[src/trs_pkg.sv]
/*
 telemetry rate scheduler package: register indices, field positions,
 reset values, packet descriptors and timing counts.
 assumes a 50 MHz system clock and a 32-bit classic wishbone slave.
*/
package trs_pkg;

  // ----------------------------------------
  // register map (printed offsets are indices)
  // ----------------------------------------
  localparam logic [7:0]  REG_IDX_ESTIMATES   = 8'h05;
  localparam logic [7:0]  REG_IDX_POSE_STATUS = 8'h06;
  localparam logic [7:0]  REG_IDX_STATUS      = 8'h07;
  localparam logic [31:0] RST_ESTIMATES       = 32'h0000_0000;
  localparam logic [31:0] RST_POSE_STATUS     = 32'h0000_0000;
  localparam logic [31:0] POSE_STATUS_WMASK   = 32'hFF0F_0000;

  // ----------------------------------------
  // field positions
  // ----------------------------------------
  localparam int QUAT_LSB   = 24;
  localparam int EULER_LSB  = 16;
  localparam int POSN_LSB   = 8;
  localparam int VELO_LSB   = 0;
  localparam int POSE_LSB   = 24;
  localparam int HEALTH_LSB = 16;

  // ----------------------------------------
  // packet descriptors
  // ----------------------------------------
  localparam int NUM_GROUPS = 6;
  localparam int GRP_QUAT   = 0;
  localparam int GRP_EULER  = 1;
  localparam int GRP_POSN   = 2;
  localparam int GRP_VELO   = 3;
  localparam int GRP_POSE   = 4;
  localparam int GRP_HEALTH = 5;

  localparam logic [7:0] ADDR_QUAT   = 8'h6D;  // 109
  localparam logic [7:0] ADDR_EULER  = 8'h70;  // 112
  localparam logic [7:0] ADDR_POSN   = 8'h75;  // 117
  localparam logic [7:0] ADDR_VELO   = 8'h79;  // 121
  localparam logic [7:0] ADDR_POSE   = 8'h70;  // 112
  localparam logic [7:0] ADDR_HEALTH = 8'h55;  // 85
  localparam logic [3:0] LEN_QUAT    = 4'h3;
  localparam logic [3:0] LEN_EULER   = 4'h5;
  localparam logic [3:0] LEN_POSN    = 4'h4;
  localparam logic [3:0] LEN_VELO    = 4'h4;
  localparam logic [3:0] LEN_POSE    = 4'h9;
  localparam logic [3:0] LEN_HEALTH  = 4'h1;

  // ----------------------------------------
  // timing
  // ----------------------------------------
  localparam int CLK_HZ        = 50_000_000;
  // time base tick: rates are in Hz, the tick runs at 8 * 255 Hz base grid
  localparam int TICK_HZ       = 2040;
  localparam int TICK_CYCLES   = CLK_HZ / TICK_HZ;
  // health period in ticks for codes 1..6 (8 s down to 0.25 s)
  localparam logic [15:0] HP_0125 = 16'd16320;
  localparam logic [15:0] HP_025  = 16'd8160;
  localparam logic [15:0] HP_05   = 16'd4080;
  localparam logic [15:0] HP_1    = 16'd2040;
  localparam logic [15:0] HP_2    = 16'd1020;
  localparam logic [15:0] HP_4    = 16'd510;

endpackage : trs_pkg

[src/trs_rate_gen.sv]
/*
 one rate generator: fractional accumulator that fires evenly spaced
 requests at a given rate against a common tick.
 assumes tick_i is a one-cycle enable from the same clock.
*/
module trs_rate_gen #(
  parameter int ACC_W = 16
) (
  // clock and reset
  input  wire logic             clk_i,
  input  wire logic             rst_i,
  // time base
  input  wire logic             tick_i,
  // rate: add inc_i per tick, fire at modulus
  input  wire logic [ACC_W-1:0] inc_i,
  input  wire logic [ACC_W-1:0] mod_i,
  input  wire logic             en_i,
  // request
  output logic                  fire_o
);

  logic [ACC_W:0] acc_reg;
  logic [ACC_W:0] sum;
  wire            hit = (sum >= {1'b0, mod_i});

  assign sum = acc_reg + {1'b0, inc_i};

  // a disabled group holds its phase at zero so re-enabling restarts cleanly
  always_ff @(posedge clk_i) begin
    if (rst_i || !en_i) begin
      acc_reg <= '0;
      fire_o  <= 1'b0;
    end else begin
      fire_o <= tick_i && hit;
      if (tick_i) begin
        acc_reg <= hit ? sum - {1'b0, mod_i} : sum;
      end
    end
  end

endmodule : trs_rate_gen

[src/trs_scheduler.sv]
/*
 telemetry rate scheduler: two rate registers on a wishbone slave, a
 common time base, one rate generator per packet group and a pending
 queue that hands packet descriptors to the packet framer.
 assumes a single 50 MHz clock, synchronous reset and a framer that
 takes one descriptor per pkt_valid_o/pkt_ready_i handshake.
*/
// Notes on behaviour
// - zero rate field sends no packet
// - estimates bits 31:24 quaternion rate, Hz
// - estimates bits 23:16 euler rate, Hz
// - estimates bits 15:8 position rate, Hz
// - estimates bits 7:0 velocity rate, Hz
// - quaternion batch of three from 109
// - euler batch of five from 112
// - position batch of four from 117
// - velocity batch of four from 121
// - nonzero pose rate suppresses euler and position
// - pose status bits 31:24 pose rate
// - health code 0 off, 1..6 scale, else 1Hz
// - pose batch of nine from 112
// - health single packet, register 85
// - reserved pose status bits have no effect
module trs_scheduler
  import trs_pkg::*;
#(
  parameter int TICK_DIV = TICK_CYCLES
) (
  // clock and reset
  input  wire logic        clk_i,
  input  wire logic        rst_i,
  // wishbone slave
  input  wire logic        cyc_i,
  input  wire logic        stb_i,
  input  wire logic        we_i,
  input  wire logic [9:0]  adr_i,
  input  wire logic [3:0]  sel_i,
  input  wire logic [31:0] dat_i,
  output logic [31:0]      dat_o,
  output logic             ack_o,
  output logic             err_o,
  // packet descriptor stream to framer
  output logic             pkt_valid_o,
  input  wire logic        pkt_ready_i,
  output logic [7:0]       pkt_addr_o,
  output logic [3:0]       pkt_len_o,
  output logic             pkt_batch_o
);

  // ----------------------------------------
  // functions
  // ----------------------------------------
  function automatic logic [31:0] byte_merge(input logic [31:0] old_v,
                                             input logic [31:0] new_v,
                                             input logic [3:0]  sel);
    logic [31:0] r;
    r = old_v;
    for (int i = 0; i < 4; i++) begin
      if (sel[i]) r[i*8 +: 8] = new_v[i*8 +: 8];
    end
    return r;
  endfunction : byte_merge

  function automatic logic [15:0] health_period(input logic [3:0] code);
    logic [15:0] p;
    case (code)
      4'h1:    p = HP_0125;
      4'h2:    p = HP_025;
      4'h3:    p = HP_05;
      4'h4:    p = HP_1;
      4'h5:    p = HP_2;
      4'h6:    p = HP_4;
      default: p = HP_1;  // codes 7..15 fall back to 1 Hz
    endcase
    return p;
  endfunction : health_period

  // ----------------------------------------
  // wishbone decode
  // ----------------------------------------
  logic [31:0] est_reg;
  logic [31:0] pose_reg;
  logic        ack_reg;
  logic        err_reg;
  logic [31:0] dat_reg;
  logic [NUM_GROUPS-1:0] pend_reg;

  wire        req       = cyc_i && stb_i && !ack_reg && !err_reg;
  wire [7:0]  idx       = adr_i[9:2];
  wire        hit_est   = (idx == REG_IDX_ESTIMATES);
  wire        hit_pose  = (idx == REG_IDX_POSE_STATUS);
  wire        hit_stat  = (idx == REG_IDX_STATUS);
  wire        mapped    = hit_est || hit_pose || hit_stat;
  wire        wr_est    = req && we_i && hit_est;
  wire        wr_pose   = req && we_i && hit_pose;
  wire [31:0] est_next  = byte_merge(est_reg, dat_i, sel_i);
  // reserved bits never store, so they read zero and steer nothing
  wire [31:0] pose_next = byte_merge(pose_reg, dat_i, sel_i) & POSE_STATUS_WMASK;
  wire [31:0] rd_mux    = hit_est  ? est_reg :
                          hit_pose ? pose_reg :
                          hit_stat ? {26'h0, pend_reg} : 32'h0000_0000;

  always_ff @(posedge clk_i) begin
    if (rst_i) begin
      est_reg  <= RST_ESTIMATES;
      pose_reg <= RST_POSE_STATUS;
      ack_reg  <= 1'b0;
      err_reg  <= 1'b0;
      dat_reg  <= 32'h0000_0000;
    end else begin
      ack_reg <= req && mapped;
      err_reg <= req && !mapped;
      if (req) dat_reg <= rd_mux;
      if (wr_est) est_reg <= est_next;
      if (wr_pose) pose_reg <= pose_next;
    end
  end

  assign ack_o = ack_reg;
  assign err_o = err_reg;
  assign dat_o = dat_reg;

  // ----------------------------------------
  // field extraction
  // ----------------------------------------
  wire [7:0] quaternion_broadcast_rate   = est_reg[QUAT_LSB +: 8];
  wire [7:0] euler_rate  = est_reg[EULER_LSB +: 8];
  wire [7:0] posn_rate   = est_reg[POSN_LSB +: 8];
  wire [7:0] velo_rate   = est_reg[VELO_LSB +: 8];
  wire [7:0] pose_rate   = pose_reg[POSE_LSB +: 8];
  wire [3:0] health_code = pose_reg[HEALTH_LSB +: 4];
  wire       pose_on     = (pose_rate != 8'h00);

  // ----------------------------------------
  // time base
  // ----------------------------------------
  logic [15:0] div_reg;
  logic        tick;

  // one-cycle enable at TICK_HZ; all groups share it so they stay in phase
  always_ff @(posedge clk_i) begin
    if (rst_i) begin
      div_reg <= 16'h0000;
      tick    <= 1'b0;
    end else begin
      tick <= (div_reg == 16'(TICK_DIV - 1));
      if (div_reg == 16'(TICK_DIV - 1)) div_reg <= 16'h0000;
      else div_reg <= div_reg + 16'h0001;
    end
  end

  // ----------------------------------------
  // per-group rate generators
  // ----------------------------------------
  logic [NUM_GROUPS-1:0] grp_en;
  logic [15:0]           grp_inc [NUM_GROUPS];
  logic [15:0]           grp_mod [NUM_GROUPS];
  logic [NUM_GROUPS-1:0] grp_fire;

  // a zero rate disables the generator, so it never fires
  assign grp_en[GRP_QUAT]   = (quaternion_broadcast_rate != 8'h00);
  assign grp_en[GRP_EULER]  = (euler_rate != 8'h00) && !pose_on;
  assign grp_en[GRP_POSN]   = (posn_rate != 8'h00) && !pose_on;
  assign grp_en[GRP_VELO]   = (velo_rate != 8'h00);
  assign grp_en[GRP_POSE]   = pose_on;
  assign grp_en[GRP_HEALTH] = (health_code != 4'h0);

  // rate in Hz accumulated per tick against TICK_HZ gives even spacing; health adds 1 per tick against its period
  assign grp_inc[GRP_QUAT]   = {8'h00, quaternion_broadcast_rate};
  assign grp_inc[GRP_EULER]  = {8'h00, euler_rate};
  assign grp_inc[GRP_POSN]   = {8'h00, posn_rate};
  assign grp_inc[GRP_VELO]   = {8'h00, velo_rate};
  assign grp_inc[GRP_POSE]   = {8'h00, pose_rate};
  assign grp_inc[GRP_HEALTH] = 16'h0001;
  assign grp_mod[GRP_QUAT]   = 16'(TICK_HZ);
  assign grp_mod[GRP_EULER]  = 16'(TICK_HZ);
  assign grp_mod[GRP_POSN]   = 16'(TICK_HZ);
  assign grp_mod[GRP_VELO]   = 16'(TICK_HZ);
  assign grp_mod[GRP_POSE]   = 16'(TICK_HZ);
  assign grp_mod[GRP_HEALTH] = health_period(health_code);

  for (genvar g = 0; g < NUM_GROUPS; g++) begin : g_rate
    trs_rate_gen #(
      .ACC_W (16)
    ) u_gen (
      .clk_i  (clk_i),
      .rst_i  (rst_i),
      .tick_i (tick),
      .inc_i  (grp_inc[g]),
      .mod_i  (grp_mod[g]),
      .en_i   (grp_en[g]),
      .fire_o (grp_fire[g])
    );
  end

  // ----------------------------------------
  // pending queue and selection
  // ----------------------------------------
  // one pending bit per group: a request that finds its bit still set is
  // merged, a trade of exact count for a tiny queue when the framer stalls
  logic [NUM_GROUPS-1:0] sel_onehot;
  logic [NUM_GROUPS-1:0] take;
  logic [NUM_GROUPS-1:0] shown_reg;
  wire                   pend_any = |pend_reg;

  // fixed priority, lowest group index first
  assign sel_onehot = pend_reg & (~pend_reg + 6'h01);
  // clear the group on show, not the current head: a higher group that
  // fires during a stall must not be retired by the older descriptor
  assign take       = (pkt_valid_o && pkt_ready_i) ? shown_reg : 6'h00;

  // a new request wins over the clear of the same bit
  always_ff @(posedge clk_i) begin
    if (rst_i) begin
      pend_reg <= 6'h00;
    end else begin
      pend_reg <= ((pend_reg & ~take) | grp_fire) & grp_en;
    end
  end

  // ----------------------------------------
  // descriptor output
  // ----------------------------------------
  logic [7:0] addr_next;
  logic [3:0] len_next;
  logic       batch_next;

  always_comb begin
    addr_next  = ADDR_QUAT;
    len_next   = LEN_QUAT;
    batch_next = 1'b1;
    if (sel_onehot[GRP_EULER]) begin
      addr_next = ADDR_EULER;
      len_next  = LEN_EULER;
    end else if (sel_onehot[GRP_POSN]) begin
      addr_next = ADDR_POSN;
      len_next  = LEN_POSN;
    end else if (sel_onehot[GRP_VELO]) begin
      addr_next = ADDR_VELO;
      len_next  = LEN_VELO;
    end else if (sel_onehot[GRP_POSE]) begin
      addr_next = ADDR_POSE;
      len_next  = LEN_POSE;
    end else if (sel_onehot[GRP_HEALTH]) begin
      addr_next  = ADDR_HEALTH;
      len_next   = LEN_HEALTH;
      batch_next = 1'b0;
    end
  end

  // data outputs registered; they follow the head of the queue except while valid is high and ready is low
  always_ff @(posedge clk_i) begin
    if (rst_i) begin
      pkt_addr_o  <= 8'h00;
      pkt_len_o   <= 4'h0;
      pkt_batch_o <= 1'b0;
      shown_reg   <= 6'h00;
    end else if (!pkt_valid_o || pkt_ready_i) begin
      shown_reg   <= sel_onehot;
      pkt_addr_o  <= addr_next;
      pkt_len_o   <= len_next;
      pkt_batch_o <= batch_next;
    end
  end

  // valid only once the descriptor registers hold the head entry
  logic vld_reg;
  always_ff @(posedge clk_i) begin
    if (rst_i) vld_reg <= 1'b0;
    else if (!pkt_valid_o || pkt_ready_i) vld_reg <= pend_any && !(|take);
  end
  // a shown group that was disabled meanwhile withdraws its descriptor
  assign pkt_valid_o = vld_reg && (|(pend_reg & shown_reg));

endmodule : trs_scheduler

[config.mk]
export PLATFORM = sky130hd
export DESIGN_NAME = trs_scheduler
export DESIGN_NICKNAME = d
export VERILOG_FILES = /design/src/trs_pkg.sv /design/src/trs_rate_gen.sv /design/src/trs_scheduler.sv
export SDC_FILE = /design/constraint.sdc
export NUM_CORES = 1
export LEC_CHECK = 0
export BUFFER_PORTS_ARGS = -buffer_cell sky130_fd_sc_hd__buf_2
export CAP_MARGIN = 20
export CORE_AREA = 2 2 184 186
export DETAILED_ROUTE_END_ITERATION = 7
export DIE_AREA = 0 0 186 188
export GPL_TIMING_DRIVEN = 0
export PLACE_DENSITY = 0.67
export SLEW_MARGIN = 20
export SYNTH_ARGS = -nofsm -noshare
export SYNTH_HDL_FRONTEND = slang
export SYNTH_SLANG_ARGS = --single-unit
[constraint.sdc]
create_clock -name clk_i -period 3.6 [get_ports clk_i]
set_clock_uncertainty 0.1 [all_clocks]
set_input_delay 0.54 -clock clk_i [delete_from_list [all_inputs] [get_ports clk_i]]
set_output_delay 0.54 -clock clk_i [all_outputs]
set_load 0.05 [all_outputs]
# Yosys cells after proc, flatten, opt, wreduce, memory -nomap -nowiden
# Cells that the tools add are included.
# totals
in_bits	52
output_inout_bits	48
wordCells	146
register_bits	229
# op_classes
addsub	14
muxes	26
n_eq_ne	9
bitwise_logic	7
n_lt_le_gt_ge	6
n_reduce_logical	55
# op_table
op	n
17-bit 2-to-1 mux	6
17-bit by 8-bit adder with 17-bit output	5
17-bit by 11-bit greater-or-equal comparator with 1-bit output, second input constant	5
17-bit by 11-bit subtractor with 17-bit output, second input constant	5
14-bit case mux with 5 select lines	1
32-bit 2-to-1 mux	2
6-bit 2-to-1 mux	7
8-bit nonzero test	5
6-bit AND	4
8-bit by 3-bit equality test with 1-bit output, second input constant	3
1-bit logical AND	19
6-bit OR reduction	3
17-bit by 1-bit adder with 17-bit output, second input constant	1
17-bit by 14-bit greater-or-equal comparator with 1-bit output	1
17-bit by 14-bit subtractor with 17-bit output	1
16-bit by 1-bit adder with 16-bit output, second input constant	1
16-bit by 15-bit equality test with 1-bit output, second input constant	1
4-bit 2-to-1 mux	4
6-bit NOT	2
2-bit AND reduction	6
1-bit zero test	11
1-bit logical OR	9
4-bit by 2-bit equality test with 1-bit output, second input constant	2
4-bit by 3-bit equality test with 1-bit output, second input constant	2
7 further kinds	11

# Depth between registers and ports, before layout
# logic_depth
depth_word	9
ltp_mapped	17
mapped_depth_nobuf	16

# Modules after synthesis
# From an unflattened synthesis, not the netlist that was laid out.
# unflattened
cells_unflattened	2440
hier_area_um2	19491.2
# by_module_without_submodules
mod	n_inst	seq_area_each_um2	cells_per_inst	area_each_um2
trs_rate_gen (g_rate[1].u_gen ...)	3	360.3	330	2456.1
trs_scheduler	1	2362.3	519	4883.4
trs_rate_gen (g_rate[0].u_gen)	1	360.3	318	2499.9
trs_rate_gen (g_rate[4].u_gen)	1	360.3	320	2439.8
trs_rate_gen (g_rate[5].u_gen)	1	360.3	293	2299.7

# Worst setup path after synthesis
# No wires, ideal clock.
# synth_path
path_type	reg-to-reg
start	register est_reg[16]
end	register g_rate[1].u_gen.acc_reg[9]
t_arrival_ns	3.473
required_ns	3.372
setup_ns	0.128
n_path_buf	1
setup_slack_ns	-0.101
synth_period_minus_slack_ns	3.701
path_stages_with_launch	18
cell_sequence	dfxtp_1 ha_1 fa_1 a21o_1 a21oi_1 xor2_1 inv_1 ha_1 nor4bb_1 a311oi_1 nand3_1 a31oi_1 a2111o_1 nand3_1 buf_2 a31oi_1 xor2_1 nor2_1
# synth_via
elab_chain_cells	4
elab_cells_between_ends	8
classes_between	2 x add/sub; 1 x order compare; 1 x mux; 4 x reduce/logical
# synth_lines
item	line	text
start, declared	trs_scheduler.sv:81	logic [31:0] est_reg;
start signal, assigned	trs_scheduler.sv:114	if (wr_est) est_reg <= est_next;
branches (longest 4 deep; another with 17-bit by 8-bit adder with 17-bit output)	n/a	
end signal, assigned	trs_rate_gen.sv:36	acc_reg <= hit ? sum - {1'b0, mod_i} : sum;
end, declared	trs_rate_gen.sv:22	logic [ACC_W:0] acc_reg;
# Several ways; the timed one is not identified.
# A chain may end at the register's enable or synchronous reset.

# Worst setup path in the final report
# layout_path
start	register est_reg[8]
end	register g_rate[2].u_gen.acc_reg[11]
# layout_via
elab_chain_cells	4
elab_cells_between_ends	8
classes_between	2 x add/sub; 1 x order compare; 1 x mux; 4 x reduce/logical
# layout_lines
item	line
branches (longest 4 deep; another with 17-bit by 8-bit adder with 17-bit output)	n/a
end signal, assigned	trs_rate_gen.sv:36
end, declared	trs_rate_gen.sv:22
# Several ways; the timed one is not identified.

==> impl_results.md <==
- Clock root buffer master: sky130_fd_sc_hd__clkbuf_16
- Post-synth top cells: sky130_fd_sc_hd__dfxtp_1, sky130_fd_sc_hd__nor2_1, sky130_fd_sc_hd__nand2_1, sky130_fd_sc_hd__a21oi_1, sky130_fd_sc_hd__nor3_1
- Power density cells: slightly above 300 nW/um2
- Last weighted congestion value of the routability-driven placer: ~0.95
- Setup Viol. Count Final: 29
- Transition at the pin with the smallest max-transition slack: around 1.1 ns
- Number of cell rows: between 60 and 70
- Fraction of registers with async set or reset after synthesis: 0
- Slack of the critical path: -0.273 ns
- Wire length of the first global-routing pass: roughly 74 mm
- CTS tree: done
- Fillers: 2,973
- Floorplan die width: 186 um
- Flip-flop count of the largest register after layout: 102
- Multi-input logic area: 10,500 um2
- Clock latency on the worst-skew pair: roughly 0.57 ns
- Cell types occupying the most area after synthesis: sky130_fd_sc_hd__dfxtp_1, sky130_fd_sc_hd__nor2_1, sky130_fd_sc_hd__mux2i_1
- RSZ-0062 raised after global routing: true
- Post-DR wirelength/cell: between 15 and 20 um
- Max-cap violations: 0
- Global Route met1 Usage: 0.345
- Most common cell in the synthesized netlist: sky130_fd_sc_hd__dfxtp_1
- I/O pin total: 100
- Routing usage on met3: 0.0353
- Flip-flop and latch count after synthesis: 226
- Final-stage net count: ~2,100
- Wirelength, routed: around 50 mm
- Top cell type by total area after synthesis: sky130_fd_sc_hd__dfxtp_1
- Critical path class: flip-flop to flip-flop
- DP Area: roughly 16,000 um2
- Flip-flop and latch area: about 4600 um2
- Critical Path AT: 4.25 ns
- Iter 0 DRT Violations: 1,129
- Fmax: ~0.26 GHz
- Height of the die: 188 um
- Number of antenna diodes: 0
- Sequential cell area fraction in the yosys report: 0.309
- Final HPWL from detailed placement: between 30 and 40 mm
- Synthesized instance count: roughly 1,800
- Sum Neg Setup Slack: -4.40 ns
- Final ANT Viol Nets: 0
- Share of post-route cells with drive strength above 1: 0.221
- Worst Hold Slack: around 0.12 ns
- Worst-case headroom to the max-slew limit: 0.282
- Worst setup SP type: flip-flop
- Syn-to-layout area delta: 26.7%
- Via density per instance: a little over 6
- Layout Cells excl Fill: approximately 2,500
- Distinct cell type count of the synthesized netlist: 98
- Failing checks: setup timing
- CTS max path bufs: 3
- Placement-stage worst setup slack: -0.811 ns
- Cell total after placement: 2,370
- CTS HTree Levels: 1
- Peak fanout along the critical path: 7
- Yosys synthesis warning count: 0
- CTS buffer count: 27
- Total number of vias: 15,100
- Overflow after GRT: 0
- Length of the first detailed-routing pass in iterations: 6
- Data required time at the worst endpoint: roughly 4.0 ns
- Overall track demand over capacity in global routing: 0.264
- Minimum clock period: between 3 and 4 ns
- Core area: about 33,000 um2
- Status: complete, but fails checks
- Slew Limit Fails: 0
- Hold violation total from the final report: 0
- Number of synthesized flops with an enable pin: 0
- Sort of element at the end of the critical path: flip-flop
- Layer carrying the most global-route usage: met2
- Clock transition time at the flip-flop clock pins of the worst setup and hold paths: 0.06 ns
- Area of all placed cells without fillers: approximately 19,000 um2
- Worst min-delay path class: primary input to flip-flop
- Die Outline Area: 35,000 um2
- Post-route fraction of the period consumed by the critical path: 1.08
- Pin count of the biggest net entering global routing: 15
- Fraction of met2 tracks used by global routing: 0.439
- Number of port buffers: 94
- Prevailing post-synth register cell: sky130_fd_sc_hd__dfxtp_1
- Clock sink count: 226
- Yosys top cell area share: 0.309
- Vias in the first global route: between 10,000 and 15,000
- Hold-fix buffers at CTS: 0
- Number of antenna violations at the first check in global routing: 0
- Peak supply drop: 0.000289 V
- Mean post-synth cell area: about 8 um2
- Post-Synthesis Cell Area: 14,600 um2
- Total leakage power: around 7.2 nW
- Initial standard-cell utilization of the core: 0.441
- DRC violation count after routing: 0
where the power goes:
group / leakage (nW) / switching (mW) / internal [mW] / total [mW]
registers: 1.84 / 0.0106 / 2.51 / 2.52
clock network: 0.471 / 1.22 / 1.79 / 3.01
logic: 4.84 / 0.144 / 0.0527 / 0.197
cell usage in the layout (no fill, tap or decap), drive strengths merged, types with 15 or more instances in the layout:
cell type / count
nor2: 227
dfxtp: 226
buf: 207
nand2: 145
a21oi: 114
clkbuf: 108
nor3: 83
o21ai: 78
mux2i: 75
nand3: 72
xnor2: 69
ha: 58
xor2: 46
inv: 44
and3: 39
a21o: 34
a211oi: 32
nor4: 30
nand4: 25
or3: 25
a31oi: 24
and2: 20
o211ai: 17
a22oi: 15
path summary, 6_finish.rpt:
check / from / to / slack [ns] / depth (start not counted)
setup / recovery: est_reg[8] / g_rate[2].u_gen.acc_reg[11] / -0.27 / 14
hold reg to reg: g_rate[2].u_gen.fire_o / pend_reg[2] / 0.34 / 2
hold / removal: dat_i[10] / est_reg[10] / 0.12 / 3
setup reg to reg: est_reg[8] / g_rate[2].u_gen.acc_reg[11] / -0.27 / 14
area by class of cell:
class,instances,share of cell area
Tap cell,448,0.0303
Clock buffer,34,0.0406
Inverter,43,0.00871
Multi-Input combinational cell,1453,0.569
Sequential cell,226,0.247
Timing Repair Buffer,182,0.0675
Buffer,99,0.0254
Clock inverter,16,0.0122
worst max-delay path, stage by stage (launching register included):
cell	delay, ns
sky130_fd_sc_hd__dfxtp_4	0.35
sky130_fd_sc_hd__ha_4	0.16
sky130_fd_sc_hd__fa_2	0.35
sky130_fd_sc_hd__a211o_4	0.33
sky130_fd_sc_hd__a2111o_1	0.50
sky130_fd_sc_hd__buf_6	0.16
sky130_fd_sc_hd__a31oi_4	0.26
sky130_fd_sc_hd__nor2_4	0.09
sky130_fd_sc_hd__and4b_1	0.19
sky130_fd_sc_hd__or3_4	0.38
sky130_fd_sc_hd__buf_6	0.15
sky130_fd_sc_hd__nand3_4	0.14
sky130_fd_sc_hd__nand2_4	0.06
sky130_fd_sc_hd__or4_4	0.43
sky130_fd_sc_hd__a21oi_2	0.15
stage by stage:
stage               power [mW]  utilization
floorplan                 2.69            -
global placement          2.78        0.474
detailed placement        2.78        0.474
CTS                       5.74        0.528
global route              5.86        0.559
finish                    5.72        0.559
metal layers:
metal	wire, um	up-vias	share of wire
li1	-	7094	-
met1	20600	7172	0.42
met2	23200	679	0.47
met3	3790	157	0.076
met4	2100	0	0.042
met5	0	-	0
timing repair:
item,4_1_cts,5_1_grt
buffers inserted,43,42
endpoints found under the setup margin,90,82
resized for setup,109,157
pin swaps,50,93
endpoints found under the hold margin,0,0
gates cloned,1,3
logic make-up after synthesis:
group / count (synthesis) / share of synthesized area
simple gates: 747 / 0.256
compound gates: 438 / 0.206
flops: 226 / 0.309
buf+inv: 149 / 0.0411
xor+xnor: 115 / 0.0689
mux: 86 / 0.0598
fa+ha+maj: 65 / 0.0586
other cells: 1 / 0.000257
No activity file was read; power rests on OpenSTA's default activity.
